--- config.mk ---
export PLATFORM = sky130hd
export DESIGN_NAME = uart_bus_port_flat
export DESIGN_NICKNAME = d
export VERILOG_FILES = /design/src/logic/bus_port_pkg.sv /design/src/logic/bus_port_if.sv /design/src/logic/uart_bus_port.sv /design/src/flat_wrapper.sv
export SDC_FILE = /design/constraint.sdc
export NUM_CORES = 1
export LEC_CHECK = 0
export ABC_AREA = 0
export BUFFER_PORTS_ARGS = -buffer_cell sky130_fd_sc_hd__buf_4
export CAP_MARGIN = 20
export CORE_MARGIN = 4
export CORE_UTILIZATION = 60
export CTS_CLUSTER_DIAMETER = 150
export CTS_CLUSTER_SIZE = 12
export DETAILED_ROUTE_END_ITERATION = 12
export MAX_ROUTING_LAYER = met4
export PLACE_DENSITY = 0.75
export SETUP_SLACK_MARGIN = 0.1
export SLEW_MARGIN = 40
export SYNTH_ARGS = -nofsm -noshare
export SYNTH_HDL_FRONTEND = slang
export SYNTH_SLANG_ARGS = --single-unit
--- constraint.sdc ---
create_clock -name clk -period 11.08 [get_ports clk]
set_input_delay 2.216 -clock clk [delete_from_list [all_inputs] [get_ports clk]]
set_output_delay 2.216 -clock clk [all_outputs]
set_load 0.005 [all_outputs]
--- src/logic/bus_port_pkg.sv ---
// Shared constants and types for the quad UART parallel bus port
package bus_port_pkg;
  localparam int unsigned DATA_W = 8;
  localparam int unsigned ADDR_W = 3;
  localparam int unsigned CHANS = 4;
  localparam int unsigned CHAN_W = 2;
  localparam int unsigned REGS = 8;
  localparam logic [ADDR_W-1:0] MODEM_CTRL_ADDR = 3'h4;
  localparam int unsigned IRQ_EN_BIT = 3;
  localparam logic [DATA_W-1:0] REG_RESET = 8'h00;
  localparam logic STYLE_STROBE = 1'h1;
  localparam logic DIR_READ = 1'h1;
  localparam int unsigned HOST_PHASE_CYC = 2;
  typedef logic [DATA_W-1:0] byte_t;
endpackage

--- src/logic/bus_port_if.sv ---
// Pin-level carrier between the host and the quad UART bus port
`timescale 1ns/1ns
interface bus_port_if;
  logic style_strobe;
  logic read_strobe_n;
  logic write_strobe_n;
  logic chan_a_select_n;
  logic chan_b_select_n;
  logic chan_c_select_n;
  logic chan_d_select_n;
  logic [bus_port_pkg::ADDR_W-1:0] addr;
  bus_port_pkg::byte_t data_host;
  logic data_host_oe;
  bus_port_pkg::byte_t data_dev;
  logic data_dev_oe;
  logic chan_a_irq_out;
  logic chan_a_irq_oe;
  logic chan_b_irq_out;
  logic chan_c_irq_out;
  logic chan_d_irq_out;
  modport device (
    input style_strobe, read_strobe_n, write_strobe_n, chan_a_select_n, chan_b_select_n,
    input chan_c_select_n, chan_d_select_n, addr, data_host, data_host_oe,
    output data_dev, data_dev_oe, chan_a_irq_out, chan_a_irq_oe,
    output chan_b_irq_out, chan_c_irq_out, chan_d_irq_out
  );
  modport host (
    output style_strobe, read_strobe_n, write_strobe_n, chan_a_select_n, chan_b_select_n,
    output chan_c_select_n, chan_d_select_n, addr, data_host, data_host_oe,
    input data_dev, data_dev_oe, chan_a_irq_out, chan_a_irq_oe,
    input chan_b_irq_out, chan_c_irq_out, chan_d_irq_out
  );
endinterface

--- src/logic/uart_bus_port.sv ---
// Device end: decodes host bus accesses into a four-channel register file
`timescale 1ns/1ns
module uart_bus_port (
  input wire logic clk,
  input wire logic sys_rst,
  bus_port_if.device bus,
  input wire logic [bus_port_pkg::CHANS-1:0] chan_irq,
  output logic wr_commit,
  output logic [bus_port_pkg::CHAN_W-1:0] wr_chan,
  output logic [bus_port_pkg::ADDR_W-1:0] wr_addr,
  output bus_port_pkg::byte_t wr_data
);
  typedef struct packed {
    logic rd_n_prev;
    logic wr_n_prev;
    logic rd_active;
    logic wr_active;
    logic [bus_port_pkg::CHAN_W-1:0] chan;
    logic [bus_port_pkg::ADDR_W-1:0] addr;
    bus_port_pkg::byte_t [bus_port_pkg::CHANS*bus_port_pkg::REGS-1:0] regs;
    bus_port_pkg::byte_t dout;
    logic dout_oe;
    logic irq_a;
    logic irq_a_oe;
    logic irq_b;
    logic irq_c;
    logic irq_d;
    logic wr_commit;
    logic [bus_port_pkg::CHAN_W-1:0] wr_chan;
    logic [bus_port_pkg::ADDR_W-1:0] wr_addr;
    bus_port_pkg::byte_t wr_data;
  } dev_s;

  // ----------------------------------------------------------------
  // Reset image: strobes idle high, outputs quiet, registers cleared
  // ----------------------------------------------------------------
  localparam dev_s DEV_RESET = '{
    rd_n_prev: 1'b1,
    wr_n_prev: 1'b1,
    rd_active: 1'b0,
    wr_active: 1'b0,
    chan: '0,
    addr: '0,
    regs: {(bus_port_pkg::CHANS*bus_port_pkg::REGS){bus_port_pkg::REG_RESET}},
    dout: bus_port_pkg::REG_RESET,
    dout_oe: 1'b0,
    irq_a: 1'b0,
    irq_a_oe: 1'b0,
    irq_b: 1'b0,
    irq_c: 1'b0,
    irq_d: 1'b0,
    wr_commit: 1'b0,
    wr_chan: '0,
    wr_addr: '0,
    wr_data: bus_port_pkg::REG_RESET
  };

  dev_s st_q;
  dev_s st_d;
  logic strobe_mode;
  logic sel_any;
  logic [bus_port_pkg::CHAN_W-1:0] sel_chan;
  logic rd_req;
  logic wr_req;
  logic [bus_port_pkg::CHANS-1:0] irq_en;

  // ----------------------------------------------------------------
  // Channel enables from modem control bit 3
  // ----------------------------------------------------------------
  genvar g;
  generate
    for (g = 0; g < bus_port_pkg::CHANS; g++) begin : g_en
      assign irq_en[g] =
        st_q.regs[g*bus_port_pkg::REGS + bus_port_pkg::MODEM_CTRL_ADDR][bus_port_pkg::IRQ_EN_BIT];
    end
  endgenerate

  // ----------------------------------------------------------------
  // Bus style decode
  // ----------------------------------------------------------------
  always_comb begin
    strobe_mode = (bus.style_strobe == bus_port_pkg::STYLE_STROBE);
    sel_any = 1'b0;
    sel_chan = '0;
    rd_req = 1'b0;
    wr_req = 1'b0;
    if (strobe_mode) begin
      // Lowest active select wins if several are low
      if (!bus.chan_d_select_n) begin
        sel_any = 1'b1;
        sel_chan = 2'h3;
      end
      if (!bus.chan_c_select_n) begin
        sel_any = 1'b1;
        sel_chan = 2'h2;
      end
      if (!bus.chan_b_select_n) begin
        sel_any = 1'b1;
        sel_chan = 2'h1;
      end
      if (!bus.chan_a_select_n) begin
        sel_any = 1'b1;
        sel_chan = 2'h0;
      end
      rd_req = sel_any && !bus.read_strobe_n;
      wr_req = sel_any && !bus.write_strobe_n;
    end else begin
      // Read strobe and channel D select are not looked at here
      sel_any = !bus.chan_a_select_n;
      sel_chan = {bus.chan_c_select_n, bus.chan_b_select_n};
      rd_req = sel_any && (bus.write_strobe_n == bus_port_pkg::DIR_READ);
      wr_req = sel_any && (bus.write_strobe_n != bus_port_pkg::DIR_READ);
    end
  end

  // ----------------------------------------------------------------
  // Next state
  // ----------------------------------------------------------------
  always_comb begin
    st_d = st_q;
    st_d.wr_commit = 1'b0;
    st_d.rd_n_prev = bus.read_strobe_n;
    st_d.wr_n_prev = bus.write_strobe_n;
    if (strobe_mode) begin
      if (rd_req && st_q.rd_n_prev) begin
        st_d.rd_active = 1'b1;
        st_d.chan = sel_chan;
        st_d.addr = bus.addr;
      end else if (bus.read_strobe_n) begin
        st_d.rd_active = 1'b0;
      end
      if (wr_req && st_q.wr_n_prev) begin
        st_d.wr_active = 1'b1;
        st_d.chan = sel_chan;
        st_d.addr = bus.addr;
      end
      // Data taken on the rising write strobe
      if (st_q.wr_active && bus.write_strobe_n) begin
        st_d.wr_active = 1'b0;
        st_d.regs[{st_q.chan, st_q.addr}] = bus.data_host;
        st_d.wr_commit = 1'b1;
        st_d.wr_chan = st_q.chan;
        st_d.wr_addr = st_q.addr;
        st_d.wr_data = bus.data_host;
      end
    end else begin
      st_d.rd_active = rd_req;
      if (rd_req || wr_req) begin
        st_d.chan = sel_chan;
        st_d.addr = bus.addr;
      end
      if (wr_req) begin
        st_d.wr_active = 1'b1;
      end
      // Write taken when chip select rises after a write phase
      if (st_q.wr_active && !wr_req) begin
        st_d.wr_active = 1'b0;
        st_d.regs[{st_q.chan, st_q.addr}] = bus.data_host;
        st_d.wr_commit = 1'b1;
        st_d.wr_chan = st_q.chan;
        st_d.wr_addr = st_q.addr;
        st_d.wr_data = bus.data_host;
      end
    end
    // Read data follows the latched register while the read stands
    st_d.dout_oe = st_d.rd_active;
    st_d.dout = st_d.regs[{st_d.chan, st_d.addr}];
    if (strobe_mode) begin
      st_d.irq_a = chan_irq[0];
      st_d.irq_a_oe = irq_en[0];
      st_d.irq_b = chan_irq[1];
      st_d.irq_c = chan_irq[2];
      st_d.irq_d = chan_irq[3];
    end else begin
      st_d.irq_a = 1'b0;
      st_d.irq_a_oe = |(chan_irq & irq_en);
      st_d.irq_b = 1'b0;
      st_d.irq_c = 1'b0;
      st_d.irq_d = 1'b0;
    end
  end

  // ----------------------------------------------------------------
  // State register
  // ----------------------------------------------------------------
  always_ff @(posedge clk or posedge sys_rst) begin
    if (sys_rst) begin
      st_q <= DEV_RESET;
    end else begin
      st_q <= st_d;
    end
  end

  // ----------------------------------------------------------------
  // Pin and side outputs
  // ----------------------------------------------------------------
  assign bus.data_dev = st_q.dout;
  assign bus.data_dev_oe = st_q.dout_oe;
  assign bus.chan_a_irq_out = st_q.irq_a;
  assign bus.chan_a_irq_oe = st_q.irq_a_oe;
  assign bus.chan_b_irq_out = st_q.irq_b;
  assign bus.chan_c_irq_out = st_q.irq_c;
  assign bus.chan_d_irq_out = st_q.irq_d;
  assign wr_commit = st_q.wr_commit;
  assign wr_chan = st_q.wr_chan;
  assign wr_addr = st_q.wr_addr;
  assign wr_data = st_q.wr_data;
endmodule // uart_bus_port

--- src/flat_wrapper.sv ---
// flat-port wrapper written by rule: the top's interface ports become plain ports
module uart_bus_port_flat 
  (clk, sys_rst, chan_irq, wr_commit, wr_chan, wr_addr, wr_data, bus_style_strobe, bus_read_strobe_n, bus_write_strobe_n, bus_chan_a_select_n, bus_chan_b_select_n, bus_chan_c_select_n, bus_chan_d_select_n, bus_addr, bus_data_host, bus_data_host_oe, bus_data_dev, bus_data_dev_oe, bus_chan_a_irq_out, bus_chan_a_irq_oe, bus_chan_b_irq_out, bus_chan_c_irq_out, bus_chan_d_irq_out);
  bus_port_if bus_i ();
  input wire logic clk;
  input wire logic sys_rst;
  input wire logic [bus_port_pkg::CHANS-1:0] chan_irq;
  output logic wr_commit;
  output logic [bus_port_pkg::CHAN_W-1:0] wr_chan;
  output logic [bus_port_pkg::ADDR_W-1:0] wr_addr;
  output bus_port_pkg::byte_t wr_data;
  input wire logic [$bits(bus_i.style_strobe)-1:0] bus_style_strobe;
  input wire logic [$bits(bus_i.read_strobe_n)-1:0] bus_read_strobe_n;
  input wire logic [$bits(bus_i.write_strobe_n)-1:0] bus_write_strobe_n;
  input wire logic [$bits(bus_i.chan_a_select_n)-1:0] bus_chan_a_select_n;
  input wire logic [$bits(bus_i.chan_b_select_n)-1:0] bus_chan_b_select_n;
  input wire logic [$bits(bus_i.chan_c_select_n)-1:0] bus_chan_c_select_n;
  input wire logic [$bits(bus_i.chan_d_select_n)-1:0] bus_chan_d_select_n;
  input wire logic [$bits(bus_i.addr)-1:0] bus_addr;
  input wire logic [$bits(bus_i.data_host)-1:0] bus_data_host;
  input wire logic [$bits(bus_i.data_host_oe)-1:0] bus_data_host_oe;
  output wire logic [$bits(bus_i.data_dev)-1:0] bus_data_dev;
  output wire logic [$bits(bus_i.data_dev_oe)-1:0] bus_data_dev_oe;
  output wire logic [$bits(bus_i.chan_a_irq_out)-1:0] bus_chan_a_irq_out;
  output wire logic [$bits(bus_i.chan_a_irq_oe)-1:0] bus_chan_a_irq_oe;
  output wire logic [$bits(bus_i.chan_b_irq_out)-1:0] bus_chan_b_irq_out;
  output wire logic [$bits(bus_i.chan_c_irq_out)-1:0] bus_chan_c_irq_out;
  output wire logic [$bits(bus_i.chan_d_irq_out)-1:0] bus_chan_d_irq_out;
  assign bus_i.style_strobe = bus_style_strobe;
  assign bus_i.read_strobe_n = bus_read_strobe_n;
  assign bus_i.write_strobe_n = bus_write_strobe_n;
  assign bus_i.chan_a_select_n = bus_chan_a_select_n;
  assign bus_i.chan_b_select_n = bus_chan_b_select_n;
  assign bus_i.chan_c_select_n = bus_chan_c_select_n;
  assign bus_i.chan_d_select_n = bus_chan_d_select_n;
  assign bus_i.addr = bus_addr;
  assign bus_i.data_host = bus_data_host;
  assign bus_i.data_host_oe = bus_data_host_oe;
  assign bus_data_dev = bus_i.data_dev;
  assign bus_data_dev_oe = bus_i.data_dev_oe;
  assign bus_chan_a_irq_out = bus_i.chan_a_irq_out;
  assign bus_chan_a_irq_oe = bus_i.chan_a_irq_oe;
  assign bus_chan_b_irq_out = bus_i.chan_b_irq_out;
  assign bus_chan_c_irq_out = bus_i.chan_c_irq_out;
  assign bus_chan_d_irq_out = bus_i.chan_d_irq_out;
  uart_bus_port u_core (.clk(clk), .sys_rst(sys_rst), .bus(bus_i), .chan_irq(chan_irq), .wr_commit(wr_commit), .wr_chan(wr_chan), .wr_addr(wr_addr), .wr_data(wr_data));
endmodule
==> results of run 1 <==
-- how the worst max path moves through the flow --
stage	slack [ps]	start	end	cells after the start
3_5_place_dp	4640	bus_style_strobe	u_core.bus.data_dev[2]$_DFF_PP0_	13
3_3_place_gp	4660	bus_style_strobe	u_core.bus.data_dev[0]$_DFF_PP0_	13
6_report	5150	bus_style_strobe	u_core.bus.data_dev[2]$_DFF_PP0_	13
5_1_grt	5000	bus_style_strobe	u_core.bus.data_dev[2]$_DFF_PP0_	13
2_1_floorplan	800	sys_rst	u_core.bus.chan_a_irq_oe$_DFF_PP0_	1
4_1_cts	5180	bus_style_strobe	u_core.bus.data_dev[2]$_DFF_PP0_	13
-- worst max-delay path, stage by stage --
cell and delay, ps:
buf_4 170, nor2b_4 140, o211a_1 300, o31a_4 450, mux2i_4 210, buf_6 310, inv_2 440, buf_4 560
nand2_1 370, nor2_1 200, o32ai_1 100, o311ai_0 550, a31oi_1 220
-- stage by stage --
stage                     hold slack (ps)  power, mW  util, %  std cells
final                               477.1      3.219    65.37       1937
after detailed placement            457.2      2.346    62.22       1896
after CTS                           472.0      3.216    65.31       1937
after global routing                487.7      3.393    65.37       1937
after global placement              451.2      2.301    61.99       1895
after floorplan                     439.1      2.115        -       1642
-- final cells by class --
cell class              count  area share (%)
multi-input cells        1193           44.57
flip-flops and latches    292           44.54
clock buffers              40           4.673
repair buffers             70           3.347
well taps                 330           2.516
inverters                  11          0.2973
clock inverters             1         0.05336
-- routing by layer --
metal	vias to the layer above	routed length, um	GRT usage, %
li1	5668	-	-
met1	6180	17870	42.71
met2	544	19540	46.64
met3	89	3319	5.430
met4	0	1277	9.421
met5	-	0	-
-- cell usage after synthesis, types with 3 or more instances --
master / instances / share of area, %
or3_1: 59 / 2.4
o22ai_1: 17 / 0.69
nor2_1: 145 / 3.6
o211ai_1: 10 / 0.49
and2_1: 6 / 0.25
o21ai_0: 53 / 1.7
nand2_1: 395 / 9.7
o21ai_1: 4 / 0.13
mux2_2: 159 / 12
buf_4: 24 / 1.2
nand2b_1: 3 / 0.12
mux2i_1: 12 / 0.78
o32ai_2: 7 / 0.74
nor4_1: 9 / 0.37
o311a_1: 3 / 0.20
a31oi_1: 27 / 1.1
o32a_1: 7 / 0.46
o2111ai_1: 15 / 0.86
nand3_1: 17 / 0.56
nor3_2: 3 / 0.20
inv_2: 3 / 0.074
nand4_1: 9 / 0.37
nor2b_1: 3 / 0.12
o221ai_1: 7 / 0.40
a311oi_1: 12 / 0.69
o32ai_1: 8 / 0.46
o21a_1: 3 / 0.15
and3_1: 3 / 0.12
inv_1: 8 / 0.20
buf_2: 31 / 1.0
mux2_4: 7 / 0.69
nand2_2: 3 / 0.12
a21oi_1: 6 / 0.20
a211oi_1: 3 / 0.15
clkbuf_1: 87 / 2.1
o31ai_1: 16 / 0.78
dfrtp_1: 290 / 47
o311ai_0: 21 / 1.2
nor3_1: 101 / 3.3
-- registers in the layout, indices dropped and copies added, names as in the netlist, 2 cells and up --
register / cells
u_core.wr_addr: 3
u_core.wr_chan: 2
u_core.irq_en: 4
u_core.st_q: 261
u_core.wr_data: 8
u_core.bus.data_dev: 8
-- kinds of logic (layout without fill, tap and decap cells) --
| logic type | count (synthesis) | count (layout) | synth area share, % |
|---|---|---|---|
| compound gates | 243 | 243 | 12.00 |
| flops | 292 | 292 | 47.75 |
| buf+inv | 157 | 122 | 4.790 |
| mux | 182 | 182 | 13.64 |
| simple gates | 766 | 766 | 21.70 |
| xor+xnor | 2 | 2 | 0.1145 |
-- report_power, final --
| part | internal (mW) | switching [mW] |
|---|---|---|
| Clock | 0.473 | 0.397 |
| Sequential | 1.34 | 0.154 |
| Combinational | 0.378 | 0.476 |
| Total | 2.19 | 1.03 |
==> run metrics, run 1 <==
sequential cell area=7311 um^2; DR pass1 iterations=5; clock slew seen by the registers of the worst setup and hold paths=70 ps; number of unique standard cell types used by synthesis=71; power per cell area=around 200 nW/um^2; fill cell count=2,035; total CTS buffers=28; Mean Syn Cell Area=9.322 um^2; Slew HR=38.73%; clk sinks=292; ANT cells=0; total track usage=between 30% and 40%; clk_lat worst skew=550 ps; Worst Setup End Kind=flip-flop; Hold Path Cell Cnt=2; die height=167.7 um; R2R Path Start=u_core.st_q[291]$_DFF_PP1_; area delta synth->final=7.225%; Die Wd=167.7 um; post-synthesis sequential area ratio=47.75%; DRT antenna net count=0; EDFF count, synth=0; Synth Flop Type=dfrtp_1; max_cap viols=0; synthesized area=roughly 15,000 um^2; hold wc startpoint=u_core.st_q[97]$_DFF_PP0_; vias=12.48k; maximum fanout along the worst path=between 80 and 90; worst reg2reg setup slack=6850 ps; row count=58; Peak VDD IR=0.0001391 V; WL per Instance=21.69 um; DP Worst Slack=4640 ps; initial core utilization=between 60% and 70%; WP data arrival=about 6300 ps; die footprint=28,130 um^2; Final Skew=12.66 ps; Final Wtd Congestion=0.9640; RSZ-0062 raised after global routing=false; status=complete, no violations; CTS H-tree lvls=1; postcts setup bufs=0; largest net degree at the start of global routing=102; drt initial violations=between 1.5k and 2k; Final min period=a little under 6000 ps; PostCTS Resize Cnt=0; Hold EP=u_core.st_q[97]$_DFF_PP0_; Post-Route Setup TNS=0 ps; Post-DP HPWL=26,080 um; part of the cycle the worst path needs=53.56%; most common cell after layout, fill and taps aside=nand2_1; FF-to-FF End=u_core.bus.data_dev[2]$_DFF_PP0_; reg2reg path depth=12; Async SR Flop Fraction=between 90% and 100%; Syn Nets=1,667; setup ws final=5146 ps; Root Driver=clkbuf_16; ratio of cells with drive above 1 in the final layout=between 10% and 20%; Worst Tran Pin Value=919.1 ps; Hold WC Path Type=flip-flop to flip-flop; Max clock buf depth=3; first-pass GRT wire length=68,290 um; startpoint types=input port; core area=25,110 um^2; DRT Wirelength=roughly 42,000 um; critical path required time=between 10,000 and 15,000 ps; Synth warnings=0; Area after DPL=about 16,000 um^2; # port buffers=51; Syn Inst Count=1,642; initial antenna violation count=0; FMAX=0.1685 GHz; max-slew violation count=0; critical path type=input port to flip-flop; DRC errors left=0; # IOs=53; vias in the first global route=between 10k and 15k; nets=1,621; Synth Register Bits=292; Hold Buf Count CTS=0; footprint of the multi-input gates=approximately 7300 um^2; TritonCTS clock tree=yes; Final Hold Viols=0; Final setup viols=0; leakage=7.566 nW; Overflow after GRT=0; Design Area, Final=about 16,000 um^2; most frequent cells in the layout=395 x nand2_1, 289 x dfrtp_1, 159 x mux2_2, 136 x nor2_1, 101 x nor3_1; Vias per Instance=6.443
No activity file was read; power rests on OpenSTA's default activity.
==> inputs of run 2 (changes only) <==
ABC_AREA = 1   (was 0)
CORE_UTILIZATION = 57   (was 60)
clock period = 5.3 ns   (was 11.08 ns; I/O delays follow)
==> run metrics, run 2 <==
critical path, cell by cell=buf_4, o21ai_2, nand2_2, inv_4, nand4_1, o21ai_0, nand2_1, nand3_1, nand3_1, nand3_1, nand2_1, nand2_1, nand2_1; Root Driver=clkbuf_16; max reg flops=261; PostCTS Resize Cnt=0; post-synthesis sequential area ratio=48.16%; Max clock buf depth=3; die height=171.2 um; Overflow after GRT=0; largest net degree at the start of global routing=121; maximum fanout along the worst path=37; XOR/XNOR Fraction of Synth Area=0%; DR pass1 iterations=6; power per cell area=roughly 440 nW/um^2; drt initial violations=1,278; max-slew violation count=0; Crit path depth=13; Final Skew=13.20 ps; Max stage delay on crit path=630 ps; FMAX=roughly 0.28 GHz; vias in the first global route=between 10k and 15k; first-pass GRT wire length=65,410 um; Slew HR=40.17%; Worst Tran Pin Value=approximately 900 ps; WL per Instance=18.12 um; leakage=9.212 nW; area delta synth->final=7.700%; Worst path slowest cell=nand4_1; Final Wtd Congestion=0.9394; RSZ-0062 raised after global routing=false; DRT Wirelength=41,470 um; core area=26,130 um^2; nets=1,968; Vias per Instance=5.576; initial core utilization=58.08%; Hold WC Path Type=flip-flop to flip-flop; proportion of synthesized area in mux cells=0%; Post-Route Setup TNS=0 ps; Synth area leader=dfrtp_1; # IOs=53; clk sinks=~290; Post-Synth Adder-Cell Area=0%; Crit path max-delay family=simple AND/OR/NAND/NOR gates; metal3 WL=3662 um; Syn Nets=1,987; Post-DP HPWL=25,790 um; Final min period=3583 ps; CTS H-tree lvls=1; startpoint types=input port; die footprint=29,300 um^2; Buf/Inv on CP=2; Async SR Flop Fraction=100.0%; reg2reg path depth=11; Synth Flop Type=dfrtp_1; top cells by count, synth=572 x nand2_1, 321 x inv_1, 295 x nand3_1; Top reg by flops=u_core.st_q; post-synthesis compound-gate area fraction=between 10 and 15%; Final setup viols=0; most common cell after layout, fill and taps aside=nand2_1; critical path type=input port to flip-flop; postcts setup bufs=0; vias=12.76k; top cells by area, synth=dfrtp_1 48%, nand2_1 14%, nand3_1 9.7%, o21a_1 9.1%, inv_1 7.9%; part of the cycle the worst path needs=roughly two thirds; fill cell count=2,319; DRT antenna net count=0; total track usage=29.39%; Peak VDD IR=0.0002844 V; TritonCTS clock tree=yes; launch point of the worst path=bus_style_strobe; worst reg2reg setup slack=roughly 2200 ps; Syn Inst Count=1,962; most common cell in the netlist=nand2_1; clock slew seen by the registers of the worst setup and hold paths=60 ps; number of unique standard cell types used by synthesis=28; ratio of cells with drive above 1 in the final layout=7.373%; total CTS buffers=28; Mean Syn Cell Area=~7.7 um^2; Worst Setup End Kind=flip-flop; met2 wire length=18,220 um; simple-gate share of the synthesized area=25.81%; initial antenna violation count=0; CP most frequent cell=nand2_1; Synth warnings=0; # port buffers=51; Synth Register Bits=between 200 and 300; max_cap viols=0; Hold Buf Count CTS=0; Final Hold Viols=0; Yosys top cell area share=47.82%; combinational family with the most area after synthesis=simple AND/OR/NAND/NOR gates; critical path required time=about 5700 ps; DR top layer=met4; FF-to-FF End=u_core.bus.data_dev[0]$_DFF_PP0_; ANT cells=0; Final Util=62.55%; WP data arrival=roughly 4000 ps; Metal-1 WL=18,030 um; row count=59; Die Wd=approximately 170 um; EDFF count, synth=0; most frequent cells in the layout=572 x nand2_1, 320 x inv_1, 295 x nand3_1, 290 x dfrtp_1, 184 x o21a_1; R2R Path Start=u_core.st_q[289]$_DFFE_PP0P_; synthesized area=around 15,000 um^2; DRC errors left=0; status=complete, no violations; clk_lat worst skew=between 500 and 600 ps; CP endpoint=u_core.bus.data_dev[0]$_DFF_PP0_
run 2: cell count changes in the layout (fill, tap and decap cells not counted), sizes merged, moves of 17 or more:
cell | before | now
a31oi | 27 | 0
nand2 | 398 | 583
o22ai | 17 | 0
nor3 | 104 | 0
o21a | 3 | 184
nor2 | 145 | 27
inv | 12 | 328
nand3 | 17 | 299
mux2 | 166 | 0
or3 | 59 | 0
o311ai | 23 | 0
o21ai | 57 | 92
run 2: logic make-up (layout without fill, tap and decap cells):
group	count (synthesis)	count (layout)
compound gates	283	283
buf+inv	468	459
flops	292	292
simple gates	919	919
run 2: where the power goes:
group	internal [mW]	switching [mW]	total [mW]
Sequential	2.87	0.203	3.07
Clock	0.986	0.822	1.81
Combinational	0.899	1.41	2.31
run 2: per-stage QoR:
step           instance area [um^2]  hold slack [ps]  power, mW  setup WS (ps)  instances
2_1_floorplan                 15180            454.2      4.836          366.5       1962
3_3_place_gp                  15510            467.5      5.266           1300       2246
3_5_place_dp                  15570            476.0      5.370           1261       2248
4_1_cts                       16350            491.7      7.182           1805       2288
5_1_grt                       16350            510.9      7.665           1382       2288
6_report                      16350            492.9      7.191           1717       2288
run 2: worst min path at each step:
| stage | start | end | depth (start not counted) |
|---|---|---|---|
| global placement | u_core.wr_data[5]$_DFFE_PP0P_ | u_core.wr_data[5]$_DFFE_PP0P_ | 2 |
| CTS | u_core.wr_data[5]$_DFFE_PP0P_ | u_core.wr_data[5]$_DFFE_PP0P_ | 2 |
| floorplan | u_core.wr_chan[0]$_DFFE_PP0P_ | u_core.wr_chan[0]$_DFFE_PP0P_ | 2 |
| finish | u_core.wr_data[5]$_DFFE_PP0P_ | u_core.wr_data[5]$_DFFE_PP0P_ | 2 |
| global route | u_core.st_q[115]$_DFF_PP0_ | u_core.st_q[115]$_DFF_PP0_ | 2 |
| detailed placement | u_core.wr_data[5]$_DFFE_PP0P_ | u_core.wr_data[5]$_DFFE_PP0P_ | 2 |
run 2: area by class of cell:
cell class	instances	area, um^2	area share [%]
repair buffers	83	713.2	4.363
multi-input cells	1202	5862	35.86
clock inverters	1	8.758	0.05358
flip-flops and latches	292	7310	44.72
inverters	336	1270	7.769
clock buffers	39	763.2	4.669
well taps	335	419.2	2.564
run 2: per-layer routing:
metal | global-route usage (%) | up-vias
met3 | 5.585 | 112
met4 | 9.783 | 0
met1 | 39.86 | 6016
li1 | - | 6071
met2 | 45.02 | 559
met5 | - | -
run 2: worst min-delay path, cell delays in order, from the launching register on:
cell	delay, ps
dfrtp_1	340
nand2_1	50
o21ai_0	60
==> inputs of run 3 (changes only) <==
ABC_AREA = 0   (was 1)
clock period = 3.2 ns   (was 5.3 ns; I/O delays follow)
==> run metrics, run 3 (same netlist as run 1, synthesis figures left out) <==
status=complete, no violations; most frequent cells in the layout=395 x nand2_1, 290 x dfrtp_1, 259 x buf_4, 159 x mux2_2, 145 x nor2_1; vias=13.42k; worst reg2reg setup slack=180 ps; Top reg by flops=u_core.st_q; Final Wtd Congestion=0.9386; drt initial violations=1,248; Hold Path Cell Cnt=1; Area after DPL=17,330 um^2; part of the cycle the worst path needs=94.34%; clk_lat worst skew=550 ps; CP most frequent cell=buf_4; die footprint=29,540 um^2; critical path required time=3670 ps; die height=171.9 um; DR pass1 iterations=5; DRT Wirelength=~47,000 um; Hold WC Path Type=input port to flip-flop; Final Hold Viols=0; Die Wd=171.9 um; Final Util=69.21%; vias in the first global route=13.50k; non-filler cells in the finished layout=2,150; Overflow after GRT=0; Hold EP=u_core.st_q[292]$_DFF_PP1_; initial core utilization=58.41%; DRC errors left=0; # IOs=53; total track usage=32.73%; # port buffers=between 50 and 60; Root Driver=clkbuf_16; clock slew seen by the registers of the worst setup and hold paths=70 ps; nets=between 1.5k and 2k; hold wc startpoint=bus_read_strobe_n; TritonCTS clock tree=yes; Worst path slowest cell=o311ai_0; reg2reg path depth=10; Vias per Instance=6.242; max_cap viols=0; Peak VDD IR=0.0004773 V; Post-DP HPWL=roughly 32,000 um; first-pass GRT wire length=around 74,000 um; FF-to-FF End=u_core.bus.data_dev[2]$_DFF_PP0_; FMAX=around 0.33 GHz; total CTS buffers=28; Worst Setup End Kind=flip-flop; Final setup viols=0; maximum fanout along the worst path=15; ratio of cells with drive above 1 in the final layout=28.00%; max reg flops=261; core area=26,210 um^2; initial antenna violation count=1; Worst Tran Pin Value=around 730 ps; Max stage delay on crit path=620 ps; area delta synth->final=18.48%; critical path type=flip-flop to flip-flop; Crit path max-delay family=compound AO/OA/AOI/OAI gates; Buf/Inv on CP=2; CTS H-tree lvls=1; R2R Path Start=u_core.st_q[291]$_DFF_PP1_; RSZ-0062 raised after global routing=false; Final min period=3019 ps; WL per Instance=21.66 um; Design Area, Final=18,140 um^2; clk sinks=292; largest net degree at the start of global routing=62; critical path, cell by cell=nand2b_1, o21ai_2, o31a_4, mux2i_4, buf_4, buf_4, nor2_1, o311ai_0, a31oi_2, a31oi_1; power per cell area=638.8 nW/um^2; startpoint types=flip-flop; Slew HR=50.63%; Max clock buf depth=3; Final Power=approximately 12 mW; leakage=8.626 nW; max-slew violation count=0; placed instance count=roughly 2.1k; launch point of the worst path=u_core.st_q[291]$_DFF_PP1_; DRT antenna net count=0; most common cell after layout, fill and taps aside=nand2_1; row count=59; Final Skew=21.21 ps; WP data arrival=between 3000 and 4000 ps
## run 3: cell types whose count changed in the layout (fill, tap and decap cells not counted), moves of 59 or more
cell	previous run	this run
nor2_1	27	145
inv_1	320	7
mux2_2	0	159
or3_1	0	59
o21a_1	184	3
nand3_1	295	17
buf_4	77	259
nand2_1	572	395
nor3_1	0	101
## run 3: timing repair
item / in CTS / in global routing
hold buffers: 0 / 0
setup buffers: 0 / 1
hold endpoints to repair: 0 / 0
resized for setup: 0 / 6
endpoints found under the setup margin: 0 / 8
## run 3: routing by layer
metal	vias to the layer above	track usage (%)	wire (um)
met5	-	-	0
met4	0	12.06	1770
met3	140	4.481	3579
met2	597	50.19	21340
met1	6603	45.02	19880
li1	6080	-	-
## run 3: worst max path at each step
| stage | endpoint | slack [ps] | cells after the start |
|---|---|---|---|
| 6_report | u_core.bus.data_dev[2]$_DFF_PP0_ | 180 | 10 |
| 5_1_grt | u_core.bus.data_dev[0]$_DFF_PP0_ | 100 | 11 |
| 4_1_cts | u_core.bus.data_dev[2]$_DFF_PP0_ | 180 | 11 |
| 3_5_place_dp | u_core.bus.data_dev[4]$_DFF_PP0_ | -280 | 12 |
| 3_3_place_gp | u_core.bus.data_dev[2]$_DFF_PP0_ | -220 | 11 |
| 2_1_floorplan | u_core.bus.chan_a_irq_oe$_DFF_PP0_ | -1310 | 1 |
## run 3: final cells by class
class | count | area, um^2
multi-input cells | 1193 | 7288
repair buffers | 277 | 2296
diodes | 1 | 2.502
flip-flops and latches | 292 | 7310
inverters | 11 | 45.04
well taps | 335 | 419.2
clock inverters | 1 | 8.758
fillers | 2008 | 8070
clock buffers | 40 | 767.0
## run 3: per-stage QoR
stage          worst slack, ps  hold WS, ps  setup TNS [ps]
2_1_floorplan            -1314        439.1         -381480
3_3_place_gp            -219.3        452.5           -1553
3_5_place_dp            -277.4        456.2           -1800
4_1_cts                  175.5        193.6               0
5_1_grt                  102.4        197.1               0
6_report                 181.1        209.9               0
## run 3: report_power, final
group / total, mW / switching [mW] / leakage, nW / internal (mW)
combinational: 3.38 / 1.78 / 4.47 / 1.60
clock: 3.00 / 1.36 / 0.375 / 1.64
sequential: 5.21 / 0.561 / 3.78 / 4.65
total: 11.6 / 3.70 / 8.63 / 7.89
